--- config.mk ---
export PLATFORM = sky130hd
export DESIGN_NAME = excitation_brake_control
export DESIGN_NICKNAME = d
export VERILOG_FILES = /design/src/include/excite_pkg.sv /design/src/hw/excitation_brake_control.sv /design/src/hw/pin_sync.sv
export SDC_FILE = /design/constraint.sdc
export NUM_CORES = 1
export LEC_CHECK = 0
export BUFFER_PORTS_ARGS = -buffer_cell sky130_fd_sc_hd__buf_2
export CAP_MARGIN = 20
export CORE_AREA = 2 2 39 41
export CTS_BUF_LIST = sky130_fd_sc_hd__clkbuf_4
export DETAILED_ROUTE_END_ITERATION = 16
export DIE_AREA = 0 0 41 43
export GPL_TIMING_DRIVEN = 0
export PLACE_DENSITY = 0.5
export SYNTH_ARGS = -nofsm -noshare
export SYNTH_HDL_FRONTEND = slang
export SYNTH_SLANG_ARGS = --single-unit
--- constraint.sdc ---
create_clock -name mclk_i -period 2.2 [get_ports mclk_i]
set_clock_uncertainty 0.2 [all_clocks]
set_input_delay 0 -clock mclk_i [delete_from_list [all_inputs] [get_ports mclk_i]]
set_output_delay 0 -clock mclk_i [all_outputs]
set_load 0.01 [all_outputs]
--- src/include/excite_pkg.sv ---
// Constants shared by the excitation and brake control block
package excite_pkg;
  // Synchroniser length for the current-off pin
  localparam int SYNC_STAGES = 3;
  // Reset values
  localparam logic EXCITE_RST = 1'b1;
  localparam logic BRAKE_RST = 1'b0;
  // Active level of the current-off pin
  localparam logic CUROFF_ACTIVE = 1'b1;
endpackage : excite_pkg
--- src/hw/excitation_brake_control.sv ---
// Winding excitation and brake control with current-off override
//
// How it works
// Current-off input overrides the software excitation setting.
// Active edge while excited clears setting, de-energizes, asserts brake.
// While current-off is active, software writes to the setting are dropped.
// Inactive-going edge sets setting, re-energizes, releases brake.
// With input inactive, software 1->0 brakes, 0->1 re-energizes.
// With setting already 0, active edge or level does nothing.
// Pin synchronised; edges found by sample compare, each acted on once.
module excitation_brake_control
  import excite_pkg::*;
(
  input wire logic mclk_i,
  input wire logic rst_n_i,
  input wire logic current_off_input_i,
  input wire logic excite_wr_i,
  input wire logic excite_wdata_i,
  output logic excite_setting_o,
  output logic windings_on_o,
  output logic brake_control_output_o,
  output logic wr_ignored_o
);
  import excite_pkg::*;

  typedef struct packed {
    logic prev;
    logic excite;
    logic brake;
    logic ignored;
  } ctl_state_t;

  ctl_state_t state_ff;
  ctl_state_t nxt_state;
  logic cur_off_lvl;
  logic act_edge;
  logic inact_edge;
  logic cur_off_on;

  ////////////////////////////////////////////////////////////////////////////
  // Pin synchroniser
  pin_sync #(
    .RST_VAL(~CUROFF_ACTIVE)
  ) u_sync (
    .mclk_i(mclk_i),
    .rst_n_i(rst_n_i),
    .pin_i(current_off_input_i),
    .level_o(cur_off_lvl)
  );

  // Edge detection against the previous filtered sample
  assign cur_off_on = (cur_off_lvl == CUROFF_ACTIVE);
  assign act_edge = cur_off_on && (state_ff.prev != CUROFF_ACTIVE);
  assign inact_edge = !cur_off_on && (state_ff.prev == CUROFF_ACTIVE);

  ////////////////////////////////////////////////////////////////////////////
  // Excitation decision, pin before software
  always_comb begin
    nxt_state = state_ff;
    nxt_state.prev = cur_off_lvl;
    nxt_state.ignored = 1'b0;
    if (act_edge) begin
      // Only acts when currently excited
      if (state_ff.excite) begin
        nxt_state.excite = 1'b0;
      end
      nxt_state.ignored = excite_wr_i;
    end else if (inact_edge) begin
      nxt_state.excite = 1'b1;
      nxt_state.ignored = excite_wr_i;
    end else if (cur_off_on) begin
      nxt_state.ignored = excite_wr_i;
    end else if (excite_wr_i) begin
      nxt_state.excite = excite_wdata_i;
    end
    nxt_state.brake = ~nxt_state.excite;
  end

  always_ff @(posedge mclk_i or negedge rst_n_i) begin
    if (!rst_n_i) begin
      state_ff <= '{prev: ~CUROFF_ACTIVE, excite: EXCITE_RST,
                    brake: BRAKE_RST, ignored: 1'b0};
    end else begin
      state_ff <= nxt_state;
    end
  end

  assign excite_setting_o = state_ff.excite;
  assign windings_on_o = state_ff.excite;
  assign brake_control_output_o = state_ff.brake;
  assign wr_ignored_o = state_ff.ignored;

  ////////////////////////////////////////////////////////////////////////////
  // Checks
  // Reset leaves the windings energized with the brake released
  AST_RST_VAL: assert property (
    @(posedge mclk_i)
    $rose(rst_n_i) |-> excite_setting_o && windings_on_o &&
    !brake_control_output_o && !wr_ignored_o)
    else $error("reset state not excited with brake off");

  // Brake always opposes the excitation setting
  AST_BRAKE_INV: assert property (
    @(posedge mclk_i) disable iff (!rst_n_i)
    brake_control_output_o == !excite_setting_o)
    else $error("brake does not oppose excitation");

  ////////////////////////////////////////////////////////////////////////////
  // Edge response checks
  // Active edge while excited drops the setting and applies the brake
  AST_EDGE_OFF: assert property (
    @(posedge mclk_i) disable iff (!rst_n_i)
    act_edge && state_ff.excite |=>
    !excite_setting_o && brake_control_output_o)
    else $error("active edge did not de-energize");

  // Inactive edge restores excitation and releases the brake
  AST_EDGE_ON: assert property (
    @(posedge mclk_i) disable iff (!rst_n_i)
    inact_edge |=> excite_setting_o && !brake_control_output_o)
    else $error("inactive edge did not re-energize");

  // A write in the inactive-edge cycle is dropped and flagged
  AST_EDGE_WR: assert property (
    @(posedge mclk_i) disable iff (!rst_n_i)
    inact_edge && excite_wr_i |=> wr_ignored_o && excite_setting_o)
    else $error("write in edge cycle not refused");

  // Past its active edge a held current-off keeps the windings off
  AST_OFF_HELD: assert property (
    @(posedge mclk_i) disable iff (!rst_n_i)
    cur_off_on && !act_edge |-> !excite_setting_o && brake_control_output_o)
    else $error("windings on while current-off held");

  // Held current-off does nothing while the setting is already 0
  AST_IDLE: assert property (
    @(posedge mclk_i) disable iff (!rst_n_i)
    cur_off_on && !excite_setting_o |=> !excite_setting_o)
    else $error("action taken while setting already 0");

  // Each active edge is seen for one cycle only
  AST_ONCE: assert property (
    @(posedge mclk_i) disable iff (!rst_n_i)
    act_edge |=> !act_edge)
    else $error("edge reported twice");

  // Each inactive edge is seen for one cycle only
  AST_INACT_ONCE: assert property (
    @(posedge mclk_i) disable iff (!rst_n_i)
    inact_edge |=> !inact_edge)
    else $error("inactive edge reported twice");

  ////////////////////////////////////////////////////////////////////////////
  // Software write checks
  // Writes leave the setting alone while current-off is active
  AST_WR_LOCK: assert property (
    @(posedge mclk_i) disable iff (!rst_n_i)
    cur_off_on && !act_edge |=> $stable(excite_setting_o))
    else $error("write changed setting while current-off active");

  // A software 1 never beats an active current-off
  AST_PRIO: assert property (
    @(posedge mclk_i) disable iff (!rst_n_i)
    cur_off_on && excite_wr_i && excite_wdata_i |=> !excite_setting_o ||
    $past(excite_setting_o))
    else $error("software write beat current-off");

  // With current-off inactive, outside the inactive-edge cycle, a write takes effect next cycle
  AST_SW: assert property (
    @(posedge mclk_i) disable iff (!rst_n_i)
    !cur_off_on && !inact_edge && excite_wr_i |=>
    excite_setting_o == $past(excite_wdata_i) &&
    brake_control_output_o == !$past(excite_wdata_i))
    else $error("software write not applied");

  // With nothing asked of it the setting keeps its value
  AST_HOLD_ON: assert property (
    @(posedge mclk_i) disable iff (!rst_n_i)
    !cur_off_on && !inact_edge && !excite_wr_i |=>
    $stable(excite_setting_o))
    else $error("setting changed with no request");

  // A write under current-off is flagged as ignored
  AST_IGN: assert property (
    @(posedge mclk_i) disable iff (!rst_n_i)
    cur_off_on && excite_wr_i |=> wr_ignored_o)
    else $error("ignored write not flagged");

  // The ignored flag only follows a write strobe
  AST_IGN_SRC: assert property (
    @(posedge mclk_i) disable iff (!rst_n_i)
    wr_ignored_o |-> $past(excite_wr_i))
    else $error("ignored flag without a write");

  // Writes with current-off inactive are never flagged, except in the inactive-edge cycle
  AST_NO_IGN: assert property (
    @(posedge mclk_i) disable iff (!rst_n_i)
    !cur_off_on && !inact_edge |=> !wr_ignored_o)
    else $error("accepted write flagged as ignored");

  // Setting only rises on an inactive edge or an accepted write of 1
  AST_RISE_CAUSE: assert property (
    @(posedge mclk_i) disable iff (!rst_n_i)
    $rose(excite_setting_o) |-> $past(inact_edge) ||
    ($past(excite_wr_i) && $past(excite_wdata_i) && !$past(cur_off_on)))
    else $error("setting rose without a cause");

  // Setting only falls on an active edge or an accepted write of 0
  AST_FALL_CAUSE: assert property (
    @(posedge mclk_i) disable iff (!rst_n_i)
    $fell(excite_setting_o) |-> $past(act_edge) ||
    ($past(excite_wr_i) && !$past(excite_wdata_i) && !$past(cur_off_on)))
    else $error("setting fell without a cause");

  ////////////////////////////////////////////////////////////////////////////
  // Pin filter checks
  // Filtered level only moves to a value the pin held for two samples
  AST_LVL_SRC: assert property (
    @(posedge mclk_i) disable iff (!rst_n_i)
    $changed(cur_off_lvl) |-> cur_off_lvl == $past(current_off_input_i, 3) &&
    cur_off_lvl == $past(current_off_input_i, 4))
    else $error("filtered level does not match settled pin samples");

  // Pin samples that disagree leave the filtered level where it is
  AST_LVL_HOLD: assert property (
    @(posedge mclk_i) disable iff (!rst_n_i)
    $past(current_off_input_i, 3) != $past(current_off_input_i, 4) |->
    $stable(cur_off_lvl))
    else $error("filtered level moved on a disagreeing sample");
endmodule // excitation_brake_control

--- src/hw/pin_sync.sv ---
// Three-stage synchroniser with agreement filter for one pin
module pin_sync #(
  parameter logic RST_VAL = 1'b0
) (
  input wire logic mclk_i,
  input wire logic rst_n_i,
  input wire logic pin_i,
  output logic level_o
);
  typedef struct packed {
    logic s1;
    logic s2;
    logic s3;
    logic level;
  } sync_state_t;

  sync_state_t state_ff;
  sync_state_t nxt_state;

  ////////////////////////////////////////////////////////////////////////////
  // Level changes only once stages two and three agree
  always_comb begin
    nxt_state = state_ff;
    nxt_state.s1 = pin_i;
    nxt_state.s2 = state_ff.s1;
    nxt_state.s3 = state_ff.s2;
    if (state_ff.s2 == state_ff.s3) begin
      nxt_state.level = state_ff.s3;
    end
  end

  always_ff @(posedge mclk_i or negedge rst_n_i) begin
    if (!rst_n_i) begin
      state_ff <= '{s1: RST_VAL, s2: RST_VAL, s3: RST_VAL, level: RST_VAL};
    end else begin
      state_ff <= nxt_state;
    end
  end

  assign level_o = state_ff.level;
endmodule // pin_sync

Yosys cells after proc, flatten, opt, wreduce, memory -nomap -nowiden --
Index checks and enable logic that the tools add are counted.
Storage, ports and cells: register bits 8, input bits 5, output and inout bits 4, logic and storage cells 21
Operators by class: equal/unequal tests 1, multiplexer cells 7, bitwise logic cells 2, reductions and logical operators 3
Operators with widths (number):
- two-way mux 1 bit | 7
- logical AND 1 bit | 2
- NOT 1 bit | 2
- equality test 1 bit | 1
- logical NOT 1 bit | 1

Depth between registers and ports, before layout --
Gate-level depths: netlist of the first run.
depth in word-level cells 5, depth in mapped cells 2

By module --
Synthesis of the first run repeated with hierarchy kept, for this count alone.
Second synthesis, totals: cells, all modules 15, area, all modules 270.3 um2
By module, submodules not included:
- excitation_brake_control | times used 1, cells each 10, area each 158.9 um2, seq. area each 101.3 um2
- pin_sync | times used 1, cells each 5, area each 111.4 um2, seq. area each 100.1 um2

Least setup slack after synthesis of the first run --
No wires, ideal clock.
kind register -> register, start point reg state_ff, in the netlist excite_setting_o, end point reg state_ff, in the netlist excite_setting_o, setup time 0.075 ns, arrival time 0.847 ns, data required time 1.925 ns, slack 1.078 ns, stages on the path, launching flop included 3, buffers on the path 0, cell sequence dfstp_2 mux2_4 a2bb2oi_1
RTL lines:
- start: declaration | RTL line excitation_brake_control.sv:33 | ctl_state_t state_ff;
- start signal: assignment | RTL line excitation_brake_control.sv:81 | state_ff <= '{prev: ~CUROFF_ACTIVE, excite: EXCITE_RST,
- start signal: assignment | RTL line excitation_brake_control.sv:84 | state_ff <= nxt_state;

Worst setup path after layout of the first run --
start point reg state_ff, in the netlist excite_setting_o, end point out windings_on_o
RTL lines:
- end: declaration | RTL line excitation_brake_control.sv:20 | output logic windings_on_o,
No word-level cell between the ends.

==> results by group, run 1 <==
STA
  • Final min period: 1210 ps
  • Final Hold Viols: 0
  • Finish-stage setup viols: 0
  • Slew Viols, Final: 0
  • Tcrit/Tclk final: 54.98%
  • Fmax: 826.8 MHz
  • Worst-Margin Slew: 323.0 ps
  • Setup TNS Final: 0 ps
  • RSZ-0062 raised after global routing: false
  • Rel. slew slack: 78.39%

Placement
  • GP Congestion: 0.5659
  • Port Buffers: 8
  • DP Area: 329.1 um^2

Floorplan
  • Die H: 43 um
  • Die Area: 1763 um^2
  • Starting density of the core: 19.44%
  • Core Area: 1384 um^2
  • Rows: 14
  • Die Width: 41 um
  • # IOs: 9

Finish
  • N_diodes: 0
  • Layout cell share with drive strength beyond 1: 50.00%
  • Final non-filler cell area: 409.1 um^2
  • Commonest non-fill, non-tap cell in the layout: buf_2
  • Layout Nets: 38
  • Most frequent cells in the layout: buf_2 (8), dfrtp_1 (7), dlygate4sd3_1 (5), clkbuf_4 (4)
  • Area growth from synthesis to final layout: 52.09%

Clock tree
  • Clk Latency, worst-skew pair: 250 ps
  • TritonCTS clock tree: built
  • Max Root-Sink Buffers: 2
  • Num CTS Buffers: 3
  • Clk slew on worst S/H paths: 50 ps
  • Post-CTS setup buffer count: 0
  • # H-tree levels: 1
  • Root buf cell: clkbuf_4
  • Sink Count: 8

Logic synthesis
  • Ys Warns: 0
  • Mapped Cells: 15
  • Syn Std Cell Area: 269.0 um^2
  • Distinct cells, synth: 9
  • Avg Inst Size Synth: 17.93 um^2
  • FF+latch count, synth: 8
  • Post-synthesis sequential area ratio: 74.88%
  • Post-Syn Nets: 20

Route
  • Vias per Instance: 3.833
  • Via Count: 184
  • Pre-antenna DRT Iters: 1
  • Final WL: 501 um
  • Number of routed nets with antenna violations: 0
  • Remaining DRCs: 0
  • WL per Instance: 10.44 um
  • 1st-iter DRT viols: 0

Setup path
  • Critical path class: register to output pin
  • Capturing point of the worst reg2reg path: excite_setting_o
  • R2r setup slk: 1070 ps
  • Critical Path End Type: output pin
  • R2R Path Start: excite_setting_o
  • R2R depth: 2
  • Crit Path Max Fanout: 4
  • Worst setup startpoint: excite_setting_o
  • Top cell family by delay on the critical path: flip-flops
  • Critical path depth: 2
  • CP max stage delay: 550 ps
  • Worst EP arrival: 1010 ps
  • Req. time, crit path: 2000 ps
  • Crit start category: register
  • CP max stage cell: dfstp_2
  • Crit path buffers/inverters: 2
  • Crit path cell chain: buf_4 -> buf_2

Hold path
  • Hold Path Class: primary input to async pin

Power and ir drop
  • Peak supply drop: 344.5 uV
  • Leak pwr: 0.1901 nW
  • Pwr dens: 883.2 nW/um^2

GRT
  • Largest net degree at the start of global routing: 8
  • Total GRT Usage: 7.520%
  • Initial antenna violation count: 0
  • Vias in the first global route: 181
  • Global route overflow: 0
  • First-pass GRT wire length: 779 um

Job
  • Maxcap violations: 0

Outcome
  • Status: finished, final reports clean
metal layers:
metal  share of wire [%]  track usage [%]
met5                   0                0
met4                   0            6.000
met3                 9.4            6.283
met2                  43            9.063
met1                  47            8.027
synth_stat cells:
cell | number | area (um^2)
dfrtp_1 | 7 | 175.2
a2bb2oi_1 | 1 | 8.760
buf_4 | 1 | 7.510
dfstp_2 | 1 | 26.28
maj3_1 | 1 | 10.01
mux2_4 | 1 | 15.01
nand2_1 | 1 | 3.750
o21a_1 | 1 | 7.510
o2bb2ai_2 | 1 | 15.01
through the flow:
stage	util, %	setup slack (ps)	hold WS [ps]	std cells	power (mW)
after detailed placement	23.78	1081	-352.7	39	0.2258
final	29.57	990.5	32.65	48	0.3614
after CTS	29.57	978.8	12.84	48	0.3685
after floorplan	-	1078	-495.6	15	0.2042
after global routing	29.57	933.8	21.55	48	0.3847
after global placement	23.78	1101	-364.1	39	0.2223
flip-flops by register name, summed over array words and instances (netlist names):
register and flops:
u_sync.state_ff 1, u_sync.level_o 1, brake_control_output_o 1, wr_ignored_o 1, state_ff 1, u_sync.nxt_state 2
excite_setting_o 1
cells by family after synthesis:
logic type | after synthesis | synth area share (%)
flops | 8 | 74.89
compound gates | 3 | 11.63
buf+inv | 1 | 2.792
mux | 1 | 5.580
fa+ha+maj | 1 | 3.721
simple gates | 1 | 1.394
cell type report:
cell class | count | area, um^2
tap | 16 | 20.02
sequential | 8 | 201.4
multi-input combinational | 6 | 60.06
buffer | 1 | 7.507
timing repair buffer | 13 | 90.09
fill | 139 | 974.7
clock buffer | 4 | 30.03
where the power goes:
group          leakage [nW]  internal (mW)  switching, mW
Sequential           0.0926          0.165         0.0110
Clock                0.0184         0.0817         0.0499
Combinational        0.0791         0.0324         0.0218
Total                 0.190          0.279         0.0826
how the worst max path moves through the flow:
stage / end / slack [ps]
final: windings_on_o / 990
after global routing: windings_on_o / 930
after CTS: windings_on_o / 980
after detailed placement: excite_setting_o / 1080
after global placement: excite_setting_o / 1100
after floorplan: excite_setting_o / 1080
repair_timing:
action,4_1_cts,5_1_grt
hold buffers,5,0
resized for setup,0,0
hold endpoints to repair,12,0
(Power assumes the default switching activity.)
==> inputs of run 2 (changes only) <==
Clock period 2.2 ns to 1.15 ns, I/O delays scaled along.
==> run 2 against run 1 <==
The flow now finishes with violations (setup timing). Non-clock buffer count grew 3. Cell area is 9.8% higher. Total power increased by 100%. Worst hold slack improved by 120 ps. Critical path type unchanged. Wire length rose by 4.0%. Register-to-register slack got worse by 1000 ps. Die area stayed put. Clock power is 89% higher. Flip-flop and latch count did not move. Highest routed layer unchanged. Critical endpoint unchanged.
==> results by group, run 2 (synthesis results as in run 1) <==
Outcome
  • Status: complete, but fails checks (was finished, final reports clean)
  • Violated checks: setup timing

Power and ir drop
  • Clk pwr share: 34.4% (was 36.4%)
  • Seq pwr share: 46.4% (was 48.6%)
  • Combinational share of power: 19.2% (was 15.0%)
  • Leak pwr: 0.2074 nW (was 0.1901 nW)
  • Pwr dens: 1620 nW/um^2 (was 883.2 nW/um^2)
  • Switching share of power: 22.88% (was 22.87%)
  • Int Power: 0.5612 mW (was 0.2787 mW)
  • Peak supply drop: 644.8 uV (was 344.5 uV)
  • Pwr Total: 0.7277 mW (was 0.3614 mW)
  • NetSw: 0.1665 mW (was 0.08264 mW)

GRT
  • First-pass GRT wire length: 745 um (was 779 um)
  • Global route overflow: 0 (unchanged)
  • Largest net degree at the start of global routing: 9 (was 8)
  • Vias in the first global route: 180 (was 181)
  • Initial antenna violation count: 0 (unchanged)
  • Total GRT Usage: 7.317% (was 7.520%)

Finish
  • Commonest non-fill, non-tap cell in the layout: buf_2 (unchanged)
  • Layout cell share with drive strength beyond 1: 60.00% (was 50.00%)
  • Area growth from synthesis to final layout: 66.98% (was 52.09%)
  • Layout Nets: 41 (was 38)
  • Final non-filler cell area: 449.2 um^2 (was 409.1 um^2)
  • Most frequent cells in the layout: buf_2 (7), dfrtp_1 (6), dlygate4sd3_1 (5), clkbuf_4 (4), buf_4 (3) (was buf_2 (8), dfrtp_1 (7), dlygate4sd3_1 (5), clkbuf_4 (4))
  • N_diodes: 0 (unchanged)
  • Max reg flops: 2 (unchanged)
  • Final Util: 32.46% (was 29.57%)

Clock tree
  • Sink Count: 8 (unchanged)
  • # H-tree levels: 1 (unchanged)
  • Num CTS Buffers: 3 (unchanged)
  • Root buf cell: clkbuf_4 (unchanged)
  • Clk Latency, worst-skew pair: 250 ps (about the same)
  • Clk slew on worst S/H paths: 50 ps (about the same)
  • Max Root-Sink Buffers: 2 (unchanged)
  • TritonCTS clock tree: built (unchanged)

Setup path
  • Req. time, crit path: 950 ps (was 2000 ps)
  • Crit start category: register (unchanged)
  • Crit path cell chain: buf_6 -> buf_6 (was buf_4 -> buf_2)
  • Worst EP arrival: 990 ps (was 1010 ps)
  • Crit Path Max Fanout: 4 (unchanged)
  • CP max stage delay: 560 ps (was 550 ps)
  • Critical Path End Type: output pin (unchanged)
  • CP max stage cell: dfstp_2 (unchanged)
  • Most used cell, CP: buf_6
  • Critical path class: register to output pin (unchanged)

STA
  • Worst-Margin Slew: 180.6 ps (was 323.0 ps)
  • RSZ-0062 raised after global routing: true (was false)
  • Worst Hold Margin: 152.0 ps (was 32.65 ps)
  • Rel. slew slack: 87.96% (was 78.39%)
  • Finish-stage setup viols: 1 (was 0)
  • Fmax: 839.6 MHz
  • Setup TNS Final: -41.01 ps (was 0 ps)
  • Slew Viols, Final: 0 (unchanged)
  • Tcrit/Tclk final: 103.6%
  • Final min period: 1191 ps
  • Final Hold Viols: 0 (unchanged)
  • PnR worst setup slack: -41.01 ps (was 990.5 ps)

Route
  • Final WL: 521 um (was 501 um)
  • Pre-antenna DRT Iters: 1 (unchanged)
  • Vias per Instance: 3.961 (was 3.833)
  • Via Count: 202 (was 184)
  • 1st-iter DRT viols: 0 (unchanged)
  • Number of routed nets with antenna violations: 0 (unchanged)
  • WL per Instance: 10.22 um (was 10.44 um)
  • Remaining DRCs: 0 (unchanged)

Placement
  • DP Area: 329.1 um^2 (unchanged)
  • GP Congestion: 0.5659 (unchanged)
  • Port Buffers: 8 (unchanged)

Floorplan
  • Starting density of the core: 19.44% (unchanged)
  • Die Width: 41 um (unchanged)
  • # IOs: 9 (unchanged)
  • Die Area: 1763 um^2 (unchanged)
  • Die H: 43 um (unchanged)
  • Rows: 14 (unchanged)
  • Core Area: 1384 um^2 (unchanged)

Job
  • Maxcap violations: 0 (unchanged)

Hold path
  • Hold Path Class: register to register (was primary input to async pin)
[run 2: final cells by class]
class                      count  area (um^2)
buffer                         1        11.26
clock buffer                   4        30.03
fill                         136        934.6
multi-input combinational      6        66.31
sequential                     8        202.7
tap                           16        20.02
timing repair buffer          16        118.9
[run 2: worst paths after layout]
kind                                      from                   to  slack, ps  cells past startpoint
setup reg to reg              excite_setting_o     excite_setting_o         30                      2
hold / removal             u_sync.nxt_state[2]  u_sync.nxt_state[1]        150                      0
min in group asynchronous              rst_n_i  u_sync.nxt_state[2]        440                      3
setup / recovery              excite_setting_o        windings_on_o        -40                      2
max in group asynchronous              rst_n_i     excite_setting_o         70                      3
hold reg to reg            u_sync.nxt_state[2]  u_sync.nxt_state[1]        150                      0
[run 2: through the flow]
step,cells,setup slack [ps]
3_3_place_gp,39,51.00
6_report,51,-41.01
2_1_floorplan,15,28.35
4_1_cts,48,-47.99
5_1_grt,51,-86.77
3_5_place_dp,39,30.55
[run 2: repair_timing]
item / in CTS / in global routing
gates resized for setup: 2 / 2
hold buffers: 5 / 0
buffers inserted: 0 / 3
gates cloned: 0 / 0
endpoints found under the hold margin: 12 / 0
endpoints found under the setup margin: 1 / 4
[run 2: layer usage]
metal	GRT usage, %	share of wire, %	vias to the layer above	wire length, um
met2	9.375	53	11	277
met3	6.283	8.8	0	46
met1	7.023	38	100	197
met5	0	0	-	0
li1	-	-	91	-
met4	6.000	0	0	0
[run 2: power groups by stage]
stage / clock network (mW) / registers (mW) / logic (mW)
floorplan: 0 / 0.345 / 0.0453
global placement: 0 / 0.337 / 0.0888
detailed placement: 0 / 0.341 / 0.0914
CTS: 0.264 / 0.337 / 0.117
global route: 0.281 / 0.342 / 0.154
finish: 0.250 / 0.338 / 0.139
[run 2: worst max-delay path, delay by kind of cell (launching register included)]
| family | cells | cell delay [ps] |
|---|---|---|
| flops | 1 | 560 |
| buf+inv | 2 | 180 |
==> inputs of run 3 (changes only) <==
Settings changed: CELL_PAD_IN_SITES_DETAIL_PLACEMENT from default to 1, CELL_PAD_IN_SITES_GLOBAL_PLACEMENT from default to 2, PLACE_DENSITY 0.5 to 0.62.
==> run 3 against run 2 <==
The run still ends with setup timing left. Wire length grew 6.3%. Worst hold slack improved by 8.3 ps. Core utilization fell by 1.6 points. Clock power increased by 2%. First-iteration DRC count unchanged. Via count is 7.4% lower. Fmax is 0.37% higher. Final cell count shrank 5.9%. Total power down 1.3%. Flip-flop and latch count did not move. Critical endpoint unchanged. Highest routed layer is now met4.
==> results by group, run 3 (synthesis results as in run 1) <==
Outcome
  • Status: complete, but fails checks (unchanged)
  • Violated checks: setup timing (unchanged)

Route
  • Number of routed nets with antenna violations: 0 (unchanged)
  • Pre-antenna DRT Iters: 1 (unchanged)
  • Final WL: 554 um (was 521 um)
  • Vias per Instance: 3.896 (was 3.961)
  • 1st-iter DRT viols: 0 (unchanged)
  • WL per Instance: 11.54 um (was 10.22 um)
  • Via Count: 187 (was 202)
  • Remaining DRCs: 0 (unchanged)

Setup path
  • CP max stage delay: 560 ps (about the same)
  • Most used cell, CP: buf_6 (unchanged)
  • Req. time, crit path: 950 ps (about the same)
  • Critical path class: register to output pin (unchanged)
  • Worst EP arrival: 990 ps (about the same)
  • Critical Path End Type: output pin (unchanged)
  • Crit path cell chain: buf_6 -> buf_6 (unchanged)
  • Crit Path Max Fanout: 4 (unchanged)
  • CP max stage cell: dfstp_2 (unchanged)
  • Crit start category: register (unchanged)
  • Crit path buffers/inverters: 2 (unchanged)
  • Top cell family by delay on the critical path: flip-flops (unchanged)

Placement
  • Pre-CTS setup slack: 5.125 ps (was 30.55 ps)
  • DP Cell Count: 39 (unchanged)
  • Port Buffers: 8 (unchanged)
  • GP Congestion: 0.5330 (was 0.5659)
  • HPWL after detailed placement: 361.7 um
  • DP Area: 329.1 um^2 (unchanged)

STA
  • Tcrit/Tclk final: 103.2% (was 103.6%)
  • Slew Viols, Final: 0 (unchanged)
  • Rel. slew slack: 88.04% (was 87.96%)
  • PnR worst setup slack: -36.58 ps (was -41.01 ps)
  • Worst-Margin Slew: 179.5 ps (was 180.6 ps)
  • Final min period: 1187 ps (was 1191 ps)
  • Setup TNS Final: -36.58 ps (was -41.01 ps)
  • Fmax: 842.8 MHz (was 839.6 MHz)
  • Worst Hold Margin: 160.2 ps (was 152.0 ps)
  • RSZ-0062 raised after global routing: true (unchanged)
  • Finish-stage setup viols: 1 (unchanged)
  • Final Hold Viols: 0 (unchanged)

Clock tree
  • Root buf cell: clkbuf_4 (unchanged)
  • Sink Count: 8 (unchanged)
  • Clk Latency, worst-skew pair: 260 ps (was 250 ps)
  • Post-CTS setup buffer count: 0 (unchanged)
  • # H-tree levels: 1 (unchanged)
  • Num CTS Buffers: 3 (unchanged)
  • Clk slew on worst S/H paths: 60 ps (was 50 ps)
  • Max Root-Sink Buffers: 2 (unchanged)
  • TritonCTS clock tree: built (unchanged)

Floorplan
  • Rows: 14 (unchanged)
  • Core Area: 1384 um^2 (unchanged)
  • Die Width: 41 um (unchanged)
  • Die H: 43 um (unchanged)
  • # IOs: 9 (unchanged)
  • Die Area: 1763 um^2 (unchanged)
  • Starting density of the core: 19.44% (unchanged)

Power and ir drop
  • Switching share of power: 23.52% (was 22.88%)
  • Peak supply drop: 427.5 uV (was 644.8 uV)
  • Leak pwr: 0.1930 nW (was 0.2074 nW)
  • Seq pwr share: 47.2% (was 46.4%)
  • Combinational share of power: 17.1% (was 19.2%)
  • Pwr Total: 0.7180 mW (was 0.7277 mW)
  • Int Power: 0.5491 mW (was 0.5612 mW)
  • NetSw: 0.1689 mW (was 0.1665 mW)
  • Pwr dens: 1683 nW/um^2 (was 1620 nW/um^2)
  • Clk pwr share: 35.7% (was 34.4%)

Finish
  • N_diodes: 0 (unchanged)
  • Most frequent cells in the layout: buf_2 (7), dfrtp_1 (6), dlygate4sd3_1 (5), clkbuf_4 (4), buf_6 (2) (was buf_2 (7), dfrtp_1 (6), dlygate4sd3_1 (5), clkbuf_4 (4), buf_4 (3))
  • Final Util: 30.83% (was 32.46%)
  • Layout Nets: 38 (was 41)
  • Commonest non-fill, non-tap cell in the layout: buf_2 (unchanged)
  • Filler cells: 158 (was 136)
  • Area growth from synthesis to final layout: 58.60% (was 66.98%)
  • Final non-filler cell area: 426.7 um^2 (was 449.2 um^2)
  • Layout cell share with drive strength beyond 1: 56.25% (was 60.00%)
  • Finished Layout Cells: 48 (was 51)
  • Max reg flops: 2 (unchanged)

GRT
  • First-pass GRT wire length: 897 um (was 745 um)
  • Initial antenna violation count: 0 (unchanged)
  • Total GRT Usage: 8.740% (was 7.317%)
  • Global route overflow: 0 (unchanged)
  • Largest net degree at the start of global routing: 9 (unchanged)
  • Vias in the first global route: 210 (was 180)

Job
  • Maxcap violations: 0 (unchanged)

Hold path
  • Hold Path Class: register to register (unchanged)
run 3: path summary, 6_finish.rpt:
kind / slack (ps) / end / from / cells past startpoint
min reg2reg: 160 / u_sync.nxt_state[1] / u_sync.nxt_state[2] / 0
min: 160 / u_sync.nxt_state[1] / u_sync.nxt_state[2] / 0
min in group asynchronous: 440 / u_sync.nxt_state[1] / rst_n_i / 3
max in group asynchronous: 70 / excite_setting_o / rst_n_i / 3
max: -40 / windings_on_o / excite_setting_o / 2
max reg2reg: 20 / u_sync.level_o / u_sync.level_o / 1
run 3: layout make-up:
type	count	area (um^2)	area share, %
plain buffers	1	11.26	2.639
clock buffers	4	30.03	7.038
multi-input cells	6	66.31	15.54
flip-flops and latches	8	202.7	47.51
well taps	16	20.02	4.692
repair buffers	13	96.34	22.58
run 3: what timing repair did:
item                                    CTS  global route
hold buffers                              5             0
hold endpoints to repair                 12             0
endpoints found under the setup margin    3             3
pin swaps                                 0             0
gates resized for setup                   4             0
run 3: per-layer routing:
metal	wire length, um	GRT usage, %
met1	230	7.692
met2	260	12.19
met3	44	4.712
met4	17	10.00
met5	0	0
run 3: power groups by stage:
stage                     sequential [mW]  clock [mW]  combinational [mW]
final                               0.339       0.256               0.123
after global routing                0.343       0.295               0.135
after CTS                           0.339       0.274               0.125
after detailed placement            0.341           0              0.0935
after global placement              0.337           0              0.0899
after floorplan                     0.345           0              0.0453
